==> config.mk <==
export PLATFORM = sky130hd
export DESIGN_NAME = mcu_opcode_field_decoder
export DESIGN_NICKNAME = d
export VERILOG_FILES = /design/src/mcu_decode_pkg.sv /design/src/mcu_opcode_field_decoder.sv /design/src/sign_extend.sv
export SDC_FILE = /design/constraint.sdc
export NUM_CORES = 1
export LEC_CHECK = 0
export BUFFER_PORTS_ARGS = -buffer_cell sky130_fd_sc_hd__buf_4
export CORE_MARGIN = 5
export CORE_UTILIZATION = 55
export DETAILED_ROUTE_END_ITERATION = 6
export GPL_ROUTABILITY_DRIVEN = 0
export GPL_TIMING_DRIVEN = 0
export PLACE_DENSITY = 0.81
export SLEW_MARGIN = 20
export SYNTH_ARGS = -nofsm -noshare
export SYNTH_HDL_FRONTEND = slang
export SYNTH_SLANG_ARGS = --single-unit
==> constraint.sdc <==
create_clock -name clk -period 10.65 [get_ports clk]
set_input_delay 2.13 -clock clk [delete_from_list [all_inputs] [get_ports clk]]
set_output_delay 2.13 -clock clk [all_outputs]
set_load 0.005 [all_outputs]
==> src/mcu_decode_pkg.sv <==
package mcu_decode_pkg;

  // ----------------------------------------
  // access bank and reset values
  // ----------------------------------------
  localparam logic [3:0]  ACC_BANK_LOW    = 4'h0;
  localparam logic [3:0]  ACC_BANK_HIGH   = 4'hF;
  localparam logic [7:0]  ACC_SPLIT_RESET = 8'h60;
  localparam logic [3:0]  BANK_RESET      = 4'h0;
  localparam logic [20:0] PTR_RESET       = 21'h000000;

  // ----------------------------------------
  // register offsets on the plain port
  // ----------------------------------------
  localparam logic [2:0] REG_BANK    = 3'h0;
  localparam logic [2:0] REG_STATUS  = 3'h1;
  localparam logic [2:0] REG_PROD_LO = 3'h2;
  localparam logic [2:0] REG_PROD_HI = 3'h3;
  localparam logic [2:0] REG_LATCH   = 3'h4;
  localparam logic [2:0] REG_PTR_LO  = 3'h5;
  localparam logic [2:0] REG_PTR_MID = 3'h6;
  localparam logic [2:0] REG_PTR_UP  = 3'h7;

  // ----------------------------------------
  // opcode patterns, most significant bits first
  // ----------------------------------------
  localparam logic [3:0]  OPC_SECOND = 4'hF;
  localparam logic [3:0]  OPC_COPY   = 4'hC;
  localparam logic [7:0]  OPC_GOTO   = 8'hEF;
  localparam logic [6:0]  OPC_CALL   = 7'h76;
  localparam logic [9:0]  OPC_PTR_LOAD = 10'h3B8;
  localparam logic [8:0]  OPC_INDEX    = 9'h1D7;
  localparam logic [4:0]  OPC_LONG_BR  = 5'h1A;
  localparam logic [4:0]  OPC_BCOND  = 5'h1C;
  localparam logic [4:0]  OPC_LIT8   = 5'h01;
  localparam logic [13:0] OPC_RETURN = 14'h0004;
  localparam logic [11:0] OPC_TABLE  = 12'h000;
  localparam logic [6:0]  OPC_MUL    = 7'h01;

  // ----------------------------------------
  // table pointer modes
  // ----------------------------------------
  localparam logic [1:0] TBL_KEEP     = 2'h0;
  localparam logic [1:0] TBL_POST_INC = 2'h1;
  localparam logic [1:0] TBL_POST_DEC = 2'h2;
  localparam logic [1:0] TBL_PRE_INC  = 2'h3;

  typedef enum logic [1:0] {LIT_NONE, LIT_8, LIT_12, LIT_20} lit_width_type;
  typedef enum logic [2:0] {PEND_COPY, PEND_GOTO, PEND_CALL, PEND_PTR_LOAD, PEND_INDEX} pend_type;
  typedef enum logic {WORD_FIRST, WORD_SECOND} word_state_type;

endpackage

==> src/mcu_opcode_field_decoder.sv <==
// The register addresses and the plain strobed port were chosen for this implementation.
module mcu_opcode_field_decoder
  import mcu_decode_pkg::*;
#(
  parameter logic [7:0] ACCESS_SPLIT = ACC_SPLIT_RESET
) (
  input  wire logic                clk,
  input  wire logic                reset,
  input  wire logic                instr_valid,
  input  wire logic [15:0]         instr_word,
  input  wire logic [20:0]         pc_in,
  input  wire logic [7:0]          working_accumulator_in,
  input  wire logic [7:0]          file_data_in,
  input  wire logic [4:0]          alu_flags_in,
  input  wire logic                alu_flags_we,
  input  wire logic                table_read_valid,
  input  wire logic [7:0]          table_read_data,
  input  wire logic [2:0]          reg_addr,
  input  wire logic [7:0]          reg_wdata,
  input  wire logic                reg_wr,
  input  wire logic                reg_rd,
  output logic      [7:0]          reg_rdata_ff,
  output logic                     dec_valid_ff,
  output logic      [11:0]         file_addr_ff,
  output logic                     dest_to_file_ff,
  output logic                     dest_to_accum_ff,
  output logic      [2:0]          bit_sel_ff,
  output logic      [7:0]          bit_mask_ff,
  output logic      [1:0]          pointer_sel_ff,
  output logic                     pointer_load_ff,
  output logic      [11:0]         copy_src_ff,
  output logic      [11:0]         copy_dst_ff,
  output logic                     copy_go_ff,
  output logic      [19:0]         literal_ff,
  output lit_width_type            literal_width_ff,
  output logic                     shadow_xfer_ff,
  output logic      [19:0]         abs_target_ff,
  output logic                     abs_go_ff,
  output logic                     call_ff,
  output logic      [20:0]         branch_target_ff,
  output logic                     branch_go_ff,
  output logic      [6:0]          index_src_ff,
  output logic      [6:0]          index_dst_ff,
  output logic                     index_go_ff,
  output logic                     nop_ff,
  output logic                     second_word_error_ff,
  output logic                     table_go_ff,
  output logic                     table_write_ff,
  output logic      [20:0]         table_addr_ff,
  output logic      [7:0]          table_latch_ff,
  output logic      [20:0]         table_pointer_ff,
  output logic      [4:0]          status_ff,
  output logic      [7:0]          product_high_byte_ff,
  output logic      [7:0]          product_low_byte_ff,
  output logic      [3:0]          bank_select_register_ff
);

  // ----------------------------------------
  // opcode classes of the incoming word
  // ----------------------------------------
  word_state_type state_ff;
  pend_type       pend_ff;
  logic [11:0]    first_ff;
  logic           fast_ff;
  logic [20:0]    long_off;
  logic [20:0]    short_off;
  logic           first_take;
  logic           is_second;
  logic           is_table;
  logic           is_mul;
  logic [1:0]     tmode;

  assign first_take = instr_valid && (state_ff == WORD_FIRST);
  assign is_second  = instr_word[15:12] == OPC_SECOND;
  assign is_table   = (instr_word[15:4] == OPC_TABLE) && instr_word[3];
  assign is_mul     = instr_word[15:9] == OPC_MUL;
  assign tmode      = instr_word[1:0];

  // ----------------------------------------
  // branch offset widening
  // ----------------------------------------
  sign_extend #(.IN_W(11), .OUT_W(21)) u_long_off
  (
    .value_in  (instr_word[10:0]),
    .value_out (long_off)
  );

  sign_extend #(.IN_W(8), .OUT_W(21)) u_short_off
  (
    .value_in  (instr_word[7:0]),
    .value_out (short_off)
  );

  // ----------------------------------------
  // field decode and two-word sequencing
  // ----------------------------------------
  // pulses drop every cycle; fields hold until the next decoded word
  always_ff @(posedge clk or posedge reset)
  begin
    if (reset)
    begin
      state_ff             <= WORD_FIRST;
      pend_ff              <= PEND_COPY;
      first_ff             <= 12'h000;
      fast_ff              <= 1'b0;
      dec_valid_ff         <= 1'b0;
      file_addr_ff         <= 12'h000;
      dest_to_file_ff      <= 1'b0;
      dest_to_accum_ff     <= 1'b1;
      bit_sel_ff           <= 3'h0;
      bit_mask_ff          <= 8'h01;
      pointer_sel_ff       <= 2'h0;
      pointer_load_ff      <= 1'b0;
      copy_src_ff          <= 12'h000;
      copy_dst_ff          <= 12'h000;
      copy_go_ff           <= 1'b0;
      literal_ff           <= 20'h00000;
      literal_width_ff     <= LIT_NONE;
      shadow_xfer_ff       <= 1'b0;
      abs_target_ff        <= 20'h00000;
      abs_go_ff            <= 1'b0;
      call_ff              <= 1'b0;
      branch_target_ff     <= 21'h000000;
      branch_go_ff         <= 1'b0;
      index_src_ff         <= 7'h00;
      index_dst_ff         <= 7'h00;
      index_go_ff          <= 1'b0;
      nop_ff               <= 1'b0;
      second_word_error_ff <= 1'b0;
    end
    else
    begin
      dec_valid_ff         <= 1'b0;
      pointer_load_ff      <= 1'b0;
      copy_go_ff           <= 1'b0;
      abs_go_ff            <= 1'b0;
      branch_go_ff         <= 1'b0;
      index_go_ff          <= 1'b0;
      nop_ff               <= 1'b0;
      second_word_error_ff <= 1'b0;
      shadow_xfer_ff       <= 1'b0;
      if (instr_valid)
      begin
        dec_valid_ff <= 1'b1;
        case (state_ff)
          WORD_FIRST:
          begin
            if (instr_word[8])
              file_addr_ff <= {bank_select_register_ff, instr_word[7:0]};
            else if (instr_word[7:0] < ACCESS_SPLIT)
              file_addr_ff <= {ACC_BANK_LOW, instr_word[7:0]};
            else
              file_addr_ff <= {ACC_BANK_HIGH, instr_word[7:0]};
            dest_to_file_ff  <= instr_word[9];
            dest_to_accum_ff <= ~instr_word[9];
            bit_sel_ff       <= instr_word[11:9];
            bit_mask_ff      <= 8'h01 << instr_word[11:9];
            literal_ff       <= {12'h000, instr_word[7:0]};
            literal_width_ff <= LIT_NONE;
            first_ff         <= instr_word[11:0];
            if (is_second)
              nop_ff <= 1'b1;
            // copy waits for its destination word
            else if (instr_word[15:12] == OPC_COPY)
            begin
              pend_ff  <= PEND_COPY;
              state_ff <= WORD_SECOND;
            end
            else if (instr_word[15:8] == OPC_GOTO)
            begin
              pend_ff  <= PEND_GOTO;
              state_ff <= WORD_SECOND;
            end
            else if (instr_word[15:9] == OPC_CALL)
            begin
              pend_ff  <= PEND_CALL;
              fast_ff  <= instr_word[8];
              state_ff <= WORD_SECOND;
            end
            else if (instr_word[15:6] == OPC_PTR_LOAD)
            begin
              pend_ff  <= PEND_PTR_LOAD;
              state_ff <= WORD_SECOND;
            end
            else if (instr_word[15:7] == OPC_INDEX)
            begin
              pend_ff  <= PEND_INDEX;
              state_ff <= WORD_SECOND;
            end
            else if (instr_word[15:11] == OPC_LONG_BR)
            begin
              // wraps around the top of the 21-bit space on purpose
              branch_target_ff <= 21'(pc_in + long_off);
              branch_go_ff     <= 1'b1;
            end
            else if (instr_word[15:11] == OPC_BCOND)
            begin
              branch_target_ff <= 21'(pc_in + short_off);
              branch_go_ff     <= 1'b1;
            end
            else if (instr_word[15:11] == OPC_LIT8)
              literal_width_ff <= LIT_8;
            else if (instr_word[15:2] == OPC_RETURN)
              shadow_xfer_ff <= instr_word[0];
          end
          WORD_SECOND:
          begin
            state_ff <= WORD_FIRST;
            // a first word not followed by its partner is dropped
            if (!is_second)
              second_word_error_ff <= 1'b1;
            else
            begin
              case (pend_ff)
                PEND_COPY:
                begin
                  copy_src_ff <= first_ff;
                  copy_dst_ff <= instr_word[11:0];
                  copy_go_ff  <= 1'b1;
                end
                PEND_GOTO, PEND_CALL:
                begin
                  abs_target_ff    <= {instr_word[11:0], first_ff[7:0]};
                  literal_ff       <= {instr_word[11:0], first_ff[7:0]};
                  literal_width_ff <= LIT_20;
                  abs_go_ff        <= 1'b1;
                  call_ff          <= pend_ff == PEND_CALL;
                  // shadow transfer only in fast mode
                  shadow_xfer_ff   <= (pend_ff == PEND_CALL) && fast_ff;
                end
                PEND_PTR_LOAD:
                begin
                  pointer_sel_ff   <= first_ff[5:4];
                  literal_ff       <= {8'h00, first_ff[3:0], instr_word[7:0]};
                  literal_width_ff <= LIT_12;
                  pointer_load_ff  <= 1'b1;
                end
                default:
                begin
                  index_src_ff <= first_ff[6:0];
                  index_dst_ff <= instr_word[6:0];
                  index_go_ff  <= 1'b1;
                end
              endcase
            end
          end
          default: state_ff <= WORD_FIRST;
        endcase
      end
    end
  end

  // ----------------------------------------
  // table pointer and latch
  // ----------------------------------------
  // a table op in the same cycle outranks a software pointer write
  always_ff @(posedge clk or posedge reset)
  begin
    if (reset)
    begin
      table_pointer_ff <= PTR_RESET;
      table_addr_ff    <= PTR_RESET;
      table_go_ff      <= 1'b0;
      table_write_ff   <= 1'b0;
    end
    else
    begin
      table_go_ff <= 1'b0;
      if (first_take && is_table)
      begin
        table_go_ff    <= 1'b1;
        table_write_ff <= instr_word[2];
        if (tmode == TBL_PRE_INC)
          table_addr_ff <= 21'(table_pointer_ff + 21'h000001);
        else
          table_addr_ff <= table_pointer_ff;
        if (tmode == TBL_POST_INC || tmode == TBL_PRE_INC)
          table_pointer_ff <= 21'(table_pointer_ff + 21'h000001);
        else if (tmode == TBL_POST_DEC)
          table_pointer_ff <= 21'(table_pointer_ff - 21'h000001);
      end
      else if (reg_wr && reg_addr == REG_PTR_LO)
        table_pointer_ff[7:0] <= reg_wdata;
      else if (reg_wr && reg_addr == REG_PTR_MID)
        table_pointer_ff[15:8] <= reg_wdata;
      else if (reg_wr && reg_addr == REG_PTR_UP)
        table_pointer_ff[20:16] <= reg_wdata[4:0];
    end
  end

  // read data beats a software write
  always_ff @(posedge clk or posedge reset)
  begin
    if (reset)
      table_latch_ff <= 8'h00;
    else if (table_read_valid)
      table_latch_ff <= table_read_data;
    else if (reg_wr && reg_addr == REG_LATCH)
      table_latch_ff <= reg_wdata;
  end

  // ----------------------------------------
  // flags, product and bank select
  // ----------------------------------------
  // five flags from the datapath
  always_ff @(posedge clk or posedge reset)
  begin
    if (reset)
      status_ff <= 5'h00;
    else if (alu_flags_we)
      status_ff <= alu_flags_in;
  end

  always_ff @(posedge clk or posedge reset)
  begin
    if (reset)
    begin
      product_high_byte_ff <= 8'h00;
      product_low_byte_ff  <= 8'h00;
    end
    else if (first_take && is_mul)
      {product_high_byte_ff, product_low_byte_ff} <= working_accumulator_in * file_data_in;
  end

  // bank select is software owned only
  always_ff @(posedge clk or posedge reset)
  begin
    if (reset)
      bank_select_register_ff <= BANK_RESET;
    else if (reg_wr && reg_addr == REG_BANK)
      bank_select_register_ff <= reg_wdata[3:0];
  end

  // ----------------------------------------
  // register read port
  // ----------------------------------------
  // data stands in the cycle after each read strobe cycle, zero otherwise
  always_ff @(posedge clk or posedge reset)
  begin
    if (reset)
      reg_rdata_ff <= 8'h00;
    else if (!reg_rd)
      reg_rdata_ff <= 8'h00;
    else if (reg_addr == REG_BANK)
      reg_rdata_ff <= {4'h0, bank_select_register_ff};
    else if (reg_addr == REG_STATUS)
      reg_rdata_ff <= {3'h0, status_ff};
    else if (reg_addr == REG_PROD_LO)
      reg_rdata_ff <= product_low_byte_ff;
    else if (reg_addr == REG_PROD_HI)
      reg_rdata_ff <= product_high_byte_ff;
    else if (reg_addr == REG_LATCH)
      reg_rdata_ff <= table_latch_ff;
    else if (reg_addr == REG_PTR_LO)
      reg_rdata_ff <= table_pointer_ff[7:0];
    else if (reg_addr == REG_PTR_MID)
      reg_rdata_ff <= table_pointer_ff[15:8];
    else
      reg_rdata_ff <= {3'h0, table_pointer_ff[20:16]};
  end
endmodule

==> src/sign_extend.sv <==
// ----------------------------------------
// two's complement widening
// ----------------------------------------
module sign_extend #(
  parameter int IN_W  = 8,
  parameter int OUT_W = 21
) (
  input  wire logic [IN_W-1:0]  value_in,
  output wire logic [OUT_W-1:0] value_out
);

  // widening only; narrowing would silently drop the sign
  if (IN_W < 2 || IN_W >= OUT_W)
  begin : g_bad_width
    $error("sign_extend needs 2 <= IN_W < OUT_W");
  end

  // copy the sign bit into every upper position
  assign value_out = {{(OUT_W-IN_W){value_in[IN_W-1]}}, value_in};

endmodule
### Word-level counts from Yosys, hierarchy flattened

Cells that the tools add are included.

| word-level totals | value |
|---|---|
| register bits | 240 |
| input port bits | 84 |
| output and inout bits | 223 |

| cells by class | value |
|---|---|
| add/subtract/negate cells | 4 |
| multipliers | 1 |
| order comparisons | 1 |
| equal/unequal tests | 29 |
| shift operators | 1 |
| muxes and demuxes | 98 |
| bitwise logic cells | 9 |
| reduce and logical (&&, ||, !) cells | 34 |

Operators by type and width:

| kind | number |
|---|---|
| 21-bit 2-to-1 mux | 6 |
| 8-bit 2-to-1 mux | 12 |
| 20-bit case mux with 2 select lines | 2 |
| 1-bit 2-to-1 mux | 62 |
| 21-bit adder | 2 |
| 12-bit 2-to-1 mux | 2 |
| 4-bit AND reduction | 6 |
| 21-bit by 1-bit adder with 21-bit output (second input constant) | 1 |
| 21-bit by 1-bit subtractor with 21-bit output (second input constant) | 1 |
| 20-bit 2-to-1 mux | 1 |
| 8-bit by 8-bit multiplier with 16-bit output | 1 |
| 3-bit 2-to-1 mux | 5 |
| 14-bit by 3-bit == test with 1-bit output (second input constant) | 1 |
| 13-bit 2-to-1 mux | 1 |
| 3-bit by 2-bit == test with 1-bit output (second input constant) | 4 |
| 3-bit == test (second input constant) | 4 |
| 12-bit logical NOT | 1 |
| 10-bit == test (second input constant) | 1 |
| 5-bit == test (second input constant) | 2 |
| 1-bit logical AND | 10 |
| 5-bit 2-to-1 mux | 2 |
| 2-bit nonzero test | 5 |
| 9-bit == test (second input constant) | 1 |
| 1-bit NOT | 9 |
| other kinds (25) | 35 |

### Depth between registers and ports, before layout

Gate-level depths: netlist (run 1).

| depth | value |
|---|---|
| word-level depth | 13 |
| gate-level depth with buffers | 17 |
| gate-level depth less buffers | 17 |

### Modules after synthesis

From an unflattened synthesis (run 1), not the netlist that was laid out.

| second synthesis, totals | value |
|---|---|
| cell total of the unflattened synthesis | 1481 |
| area, all modules | 14186.1 um2 |

Modules (own cells, without submodules):

| module | instances | cells each | area each (um2) | seq. area each (um2) |
|---|---|---|---|---|
| mcu_opcode_field_decoder | 1 | 1439 | 13870.8 | 5708.0 |
| sign_extend | 2 | 21 | 157.7 | 0.0 |

### Worst setup path after synthesis (run 1)

Ideal clock, no wire load.

| timing | value |
|---|---|
| path type | input to register |
| from | input port working_accumulator_in[5] |
| to | register product_high_byte_ff[6] |
| setup time | 137 ps |
| arrival | 5655 ps |
| setup slack | 4858 ps |
| cell stages on the path | 16 |
| buffers on the path | 0 |
| path through | nand2_1 fa_1 fa_1 inv_1 fa_1 inv_1 fa_1 inv_1 ha_1 a21oi_1 o211ai_1 a41o_1 a21oi_1 o21ai_0 xnor2_1 o21ai_0 |

| on the way | value |
|---|---|
| cells in the longest elaborated chain, start to end | 1 |

Ends and longest elaborated chain:

| what | line | RTL |
|---|---|---|
| start, declared | mcu_opcode_field_decoder.sv:12 | `input wire logic [7:0] working_accumulator_in,` |
| 8-bit by 8-bit multiplier with 16-bit output | mcu_opcode_field_decoder.sv:322 | `{product_high_byte_ff, product_low_byte_ff} <= working_accumulator_in * file_data_in;` |
| end signal, assigned | mcu_opcode_field_decoder.sv:322 |  |
| end, declared | mcu_opcode_field_decoder.sv:53 | `output logic [7:0] product_high_byte_ff,` |

Every way passes these cells.
A chain may end at the register's enable or synchronous reset.

### Worst setup path after layout (run 1)

| timing | value |
|---|---|
| from | input port working_accumulator_in[3] |
| to | register product_high_byte_ff[6] |

The elaborated chain is that of the path after synthesis.

==> results of run 1 <==
[worst min-delay path, delay by kind of cell (launching register included)]
kind	cells	cell delay [ns]
and+or+nand+nor	2	0.11
DFF	1	0.34
[synthesized netlist by cell type (8+ instances only)]
master    count
a21o_1       11
a21oi_1      60
a31oi_1      10
and2_1       55
and3_1       13
buf_2        13
buf_4        12
clkbuf_1     54
dfrtp_1     226
fa_1         37
ha_1         58
inv_1        70
mux2_1       14
mux2_2       61
mux2i_1      32
mux4_2        8
nand2_1     218
nand2b_1      8
nand3_1      38
nand4_1      14
nor2_1       59
nor2b_1      14
nor3_1       18
o21a_1        9
o21ai_0     105
o31ai_1       9
xnor2_1      24
xor2_1       28
[cells by family (layout without fill, tap and decap cells)]
kind of cell | count (synthesis) | count (layout)
xor+xnor | 52 | 52
buf+inv | 158 | 506
simple gates | 476 | 476
mux | 115 | 115
flops | 228 | 228
compound gates | 275 | 275
fa+ha+maj | 95 | 95
[sequential cells by signal (all words and copies together), names as in the netlist, 12 cells and up]
signal	cells
branch_target_ff	21
abs_target_ff	20
table_addr_ff	21
copy_dst_ff	12
copy_src_ff	12
literal_ff	20
file_addr_ff	12
table_pointer_ff	21
[power groups by stage]
stage                     logic, mW  registers, mW  clock network (mW)
final                         0.801           1.05               0.899
after global routing          0.892           1.06               0.945
after CTS                     0.803           1.05               0.912
after detailed placement      0.794           1.06                   0
after global placement        0.768           1.06                   0
after floorplan               0.476           1.04                   0
[final cells by class]
| cell class | count | area (µm²) |
|---|---|---|
| buffer | 88 | 407 |
| clock buffer | 34 | 709 |
| clock inverter | 11 | 149 |
| fill | 1806 | 7170 |
| inverter | 70 | 270 |
| multi-input combinational | 1013 | 7260 |
| sequential | 228 | 5710 |
| tap | 324 | 405 |
| timing repair buffer | 303 | 2310 |
[through the flow]
step | instance area [µm²] | total power [mW] | hold WS, ns | instances
2_1_floorplan | 13600 | 1.51 | 0.441 | 1399
3_3_place_gp | 16300 | 1.83 | 0.462 | 2024
3_5_place_dp | 16400 | 1.86 | 0.462 | 2026
4_1_cts | 17200 | 2.76 | 0.478 | 2071
5_1_grt | 17200 | 2.90 | 0.504 | 2071
6_report | 17200 | 2.75 | 0.475 | 2071
[cell usage in the layout (no fill, tap or decap), types with 18 or more instances in the layout]
master / Yosys / final
clkbuf_16: 0 / 25
xor2_1: 28 / 28
nand3_1: 38 / 38
ha_1: 58 / 58
inv_1: 70 / 69
nor3_1: 18 / 18
mux2_2: 61 / 61
nand2_1: 218 / 218
nor2_1: 59 / 59
xnor2_1: 24 / 24
o21ai_0: 105 / 105
a21oi_1: 60 / 60
dfrtp_1: 226 / 226
buf_4: 12 / 313
fa_1: 37 / 37
mux2i_1: 32 / 32
clkbuf_1: 54 / 58
and2_1: 55 / 55
[path summary, 6_finish.rpt]
check                                                 endpoint  slack [ns]                       startpoint
max in group asynchronous      table_pointer_ff[1]$_DFFE_PP0P_        8.29                            reset
max reg2reg                         copy_src_ff[1]$_DFFE_PP0P_        7.94             state_ff$_DFFE_PP0P_
max                        product_high_byte_ff[6]$_DFFE_PP0P_        4.87        working_accumulator_in[3]
min reg2reg                    branch_target_ff[0]$_DFFE_PP0P_        0.48  branch_target_ff[0]$_DFFE_PP0P_
min                            branch_target_ff[0]$_DFFE_PP0P_        0.48  branch_target_ff[0]$_DFFE_PP0P_
min in group asynchronous        abs_target_ff[12]$_DFFE_PP0P_        1.58                            reset
[routing by layer]
metal | up-vias | track usage (%)
li1 | 5507 | -
met1 | 5937 | 39.3
met2 | 659 | 50.0
met3 | 116 | 4.22
met4 | 0 | 9.46
met5 | - | 0
==> results_dict.tcl, run 1 <==
set metrics [dict create \
    wl_met2_um 20600 \
    switching_share_pct 32.1 \
    rsz0062_at_grt "no" \
    power.density_nw_per_um2 160 \
    syn-mean-instance-area_um2 9.75 \
    wl_met1_um 16500 \
    post_cts_buffers 0 \
    p_leak_nw 8.55 \
    drv_cap 0 \
    ir_drop_mv 0.144 \
    grt_pass1_vias 12216 \
    arrival_ns 6.15 \
    yosys-top-cells-area "dfrtp_1 (41%), nand2_1 (6.0%), fa_1 (5.4%), ha_1 (5.3%), mux2_2 (5.0%)" \
    port_buffers 301 \
    start_util_pct 55.9 \
    yosys.area_share.xor_xnor_pct 3.34 \
    final-setup-viol-count 0 \
    cp-end-kind "flop" \
    finalWirelength_um 42200 \
    cts_resized 0 \
    clkTransAtPathRegs_ns 0.06 \
    yosys_warnings 0 \
    core_area_um2 24400 \
    syn_area_um2 13600 \
    dp_hpwl_um 31800 \
    io_pins 307 \
    grt_max_degree 97 \
    die_h_um 167 \
    synth-adder-area-share_pct 10.8 \
    insertedDiodeCount 0 \
    dr.pass1.iters 7 \
    p_comb_share_pct 29.1 \
    cts.path.max_buffers 3 \
    syn_to_final_growth_pct 26.3 \
    slew_headroom_pct 21.9 \
    synth-simple-area-share_pct 16.7 \
    antenna_found_initial 0 \
    routed_via_density 5.90 \
    drtAntennaViolNets 0 \
    seq_area_frac_synth_pct 41.9 \
    cts.root.buffer_cell "clkbuf_16" \
    yosys.cell_types.count 74 \
    wl_met3_um 3470 \
    syn_inst 1399 \
    htree_num_levels 1 \
    async_flop_share_pct 100 \
    cts_tree "built" \
    grt_pass1_wl_um 67400 \
    critPathLaunchType "input pin" \
    synth_edf_count 0 \
    nets 1908 \
    drive_gt1_share_pct 26.2 \
    synth_fp_nets 1578 \
    synth_compound_area_share_pct 12.6 \
    status "finished clean" \
    numCtsBuffers 25 \
    finalSetupTns_ns 0 \
    crit_cells 16 \
    min_path_cells 2 \
    cp_top_family "adder cells" \
    yosys_most_used_dff "dfrtp_1" \
    top_layer "met4" \
    hold_path.class "reg -> reg" \
    fp.dieW_um 167 \
    slew_viol_final 0 \
    final_util_pct 70.6 \
    critPathBufInv 3 \
    placementRows 57 \
    cts_hold_buf 0 \
    setup.worst_path.class "in -> reg" \
    overflow 0 \
    slowest_delay_ns 0.55 \
    via_count 12219 \
    power_frac_seq_pct 38.2 \
    die_area_um2 28000 \
    path_cells "buf_4, and2_1, fa_1, fa_1, inv_1, fa_1, fa_1, inv_1, ha_1, a21oi_1, o211ai_1, a41o_1, a21oi_1, o21ai_0, xnor2_1, o21ai_0" \
    crit_slowest_cell "fa_1" \
    netSwitchingPower_mw 0.883 \
    fin_crit_ns 5.78 \
    track_usage_pct 29.4 \
    ys_seq_elements 228 \
    clk_latency_ns 0.53 \
    worst_pin_slew_ns 1.16 \
    finalCritPeriodShare_pct 54.2 \
    fmax_mhz 173 \
    cts_sinks 228 \
    post-place-ws_ns 4.41 \
    yosys.area.top_type "dfrtp_1" \
    avgRoutedWirePerCell_um 20.4 \
    cp.required_ns 11.02 \
    clock_skew_ns 0.00912 \
    synth_top_area_share_pct 41.5 \
    synthMuxAreaShare_pct 9.86 \
    rr_worst_depth 5 \
    synth_top_family_by_area "simple AND/OR/NAND/NOR gates" \
    setup_slack_ns 4.87 \
    path_common_cell "fa_1" \
    path_max_fanout 8 \
    p_int_mw 1.87 \
    hold_viol_final 0 \
    p_clk_share_pct 32.7 \
    drcViolationCount 0 \
    drtIter0Drc 1454 \
]
(Power assumes the default switching activity.)
==> run 2: changes to the inputs <==
- CORE_UTILIZATION: 55 -> 50
- PLACE_DENSITY: 0.81 -> 0.78
- clock period: 10.65 -> 4.7 ns (I/O delays scaled with it)
==> results_dict.tcl, run 2 (same netlist as run 1, synthesis figures left out) <==
set metrics [dict create \
    fin_crit_ns 4.50 \
    clkTransAtPathRegs_ns 0.06 \
    overflow 0 \
    finalWirelength_um 42700 \
    numCtsBuffers 25 \
    clock_skew_ns 0.0223 \
    cts.path.max_buffers 3 \
    htree_num_levels 1 \
    cts_sinks 228 \
    avgRoutedWirePerCell_um 20.4 \
    fmax_mhz 222 \
    io_pins 307 \
    cts.root.buffer_cell "clkbuf_16" \
    r2r-end "table_pointer_ff[13]$_DFFE_PP0P_" \
    slew_viol_final 0 \
    worst_pin_slew_ns 0.922 \
    setup_slack_ns 0.202 \
    status "finished clean" \
    holdWs_ns 0.431 \
    post-place-ws_ns -0.441 \
    wl_met3_um 3880 \
    grt_pass1_wl_um 67400 \
    reg_top3 "branch_target_ff x21, table_addr_ff x21, table_pointer_ff x21" \
    rr_worst_depth 8 \
    nets 1915 \
    via_count 12139 \
    path_max_fanout 8 \
    insertedDiodeCount 0 \
    die_area_um2 30700 \
    finalCritPeriodShare_pct 95.7 \
    stdcell_area_um2 17400 \
    port_buffers 301 \
    dp_hpwl_um 33000 \
    grt_max_degree 35 \
    critPathLaunchType "input pin" \
    cts_tree "built" \
    drcViolationCount 0 \
    cp.required_ns 5.08 \
    power.density_nw_per_um2 356 \
    placementRows 60 \
    drtIter0Drc 1318 \
    slew_headroom_pct 36.8 \
    antenna_found_initial 0 \
    r2r-start "state_ff$_DFFE_PP0P_" \
    finalSetupTns_ns 0 \
    cp-end-kind "flop" \
    hold_path.class "in -> async" \
    grt_pass1_vias 12235 \
    track_usage_pct 27.2 \
    die_h_um 175 \
    routed_via_density 5.79 \
    reg2reg_slack_ns 2.00 \
    p_leak_nw 8.59 \
    dr.pass1.iters 6 \
    drtAntennaViolNets 0 \
    clk_latency_ns 0.53 \
    ir_drop_mv 0.299 \
    start_util_pct 50.7 \
    setup.worst_path.class "in -> reg" \
    rsz0062_at_grt "no" \
    top_layer "met4" \
    cts_hold_buf 0 \
    mostFrequentLayoutCell "buf_4" \
    core_area_um2 26900 \
    final-setup-viol-count 0 \
    fp.dieW_um 175 \
    drive_gt1_share_pct 26.5 \
    syn_to_final_growth_pct 27.2 \
    arrival_ns 4.87 \
    final_cell_mix "buf_4 (314), dfrtp_1 (226), nand2_1 (218)" \
    wl_met1_um 16500 \
    placed_area_um2 16500 \
    hold_viol_final 0 \
    wl_met2_um 20800 \
    drv_cap 0 \
    power_mw 6.18 \
]
==> run 2: changes by cell type in the layout (fill, tap and decap cells not counted), sizes merged <==
cell | before | now
buf | 337 | 344
bufinv | 3 | 1
clkbuf | 88 | 92
clkinv | 3 | 4
clkinvlp | 3 | 2
inv | 72 | 70
==> run 2: cell type report <==
class | count | area, µm²
tap | 341 | 427
sequential | 228 | 5710
inverter | 70 | 267
fill | 2154 | 9520
multi-input combinational | 1013 | 7280
clock buffer | 38 | 734
clock inverter | 7 | 81.3
buffer | 88 | 407
timing repair buffer | 310 | 2450
==> run 2: worst max-delay path by stage <==
stage / startpoint / end / slack (ns) / cells after the start
after floorplan: working_accumulator_in[5] / product_high_byte_ff[6]$_DFFE_PP0P_ / 0.1 / 16
after global placement: reset / reg_rdata_ff[6]$_DFF_PP0_ / -0.50 / 2
after detailed placement: working_accumulator_in[4] / product_high_byte_ff[6]$_DFFE_PP0P_ / -0.44 / 16
after CTS: working_accumulator_in[4] / product_high_byte_ff[6]$_DFFE_PP0P_ / 0.10 / 16
after global routing: working_accumulator_in[5] / product_high_byte_ff[6]$_DFFE_PP0P_ / 0.006 / 17
final: working_accumulator_in[3] / product_high_byte_ff[6]$_DFFE_PP0P_ / 0.20 / 16
==> run 2: where the power goes <==
part           leakage (nW)  internal (mW)  total (mW)  switching [mW]
clock network         0.399           1.14        1.93           0.797
logic                  5.18          0.869        1.87            1.00
registers              3.01           2.17        2.38           0.209
total                  8.59           4.17        6.18            2.01
==> run 2: worst max-delay path: stages <==
cell	delay, ns
buf_4	0.14
and2_1	0.18
fa_1	0.43
fa_1	0.49
inv_1	0.06
fa_1	0.51
fa_1	0.56
inv_1	0.05
ha_1	0.34
nand3_1	0.09
o211ai_1	0.30
a41o_1	0.25
a21oi_2	0.08
o21ai_0	0.21
xnor2_1	0.15
o21ai_0	0.09
==> run 2: per-layer routing <==
layer | vias up | global-route usage (%)
li1 | 5522 | -
met1 | 5876 | 34.5
met2 | 609 | 46.7
met3 | 132 | 6.04
met4 | 0 | 8.41
met5 | - | 0
==> run 2: metrics by stage <==
step | util [%] | cells
final | 64.6 | 2095
after global routing | 64.6 | 2095
after CTS | 64.5 | 2094
after detailed placement | 61.4 | 2049
after global placement | 60.8 | 2041
after floorplan | - | 1399
==> run 2: timing repair <==
| item | CTS | global route |
|---|---|---|
| gates resized for setup | 0 | 3 |
| setup endpoints to repair | 0 | 3 |
| setup buffers | 0 | 1 |
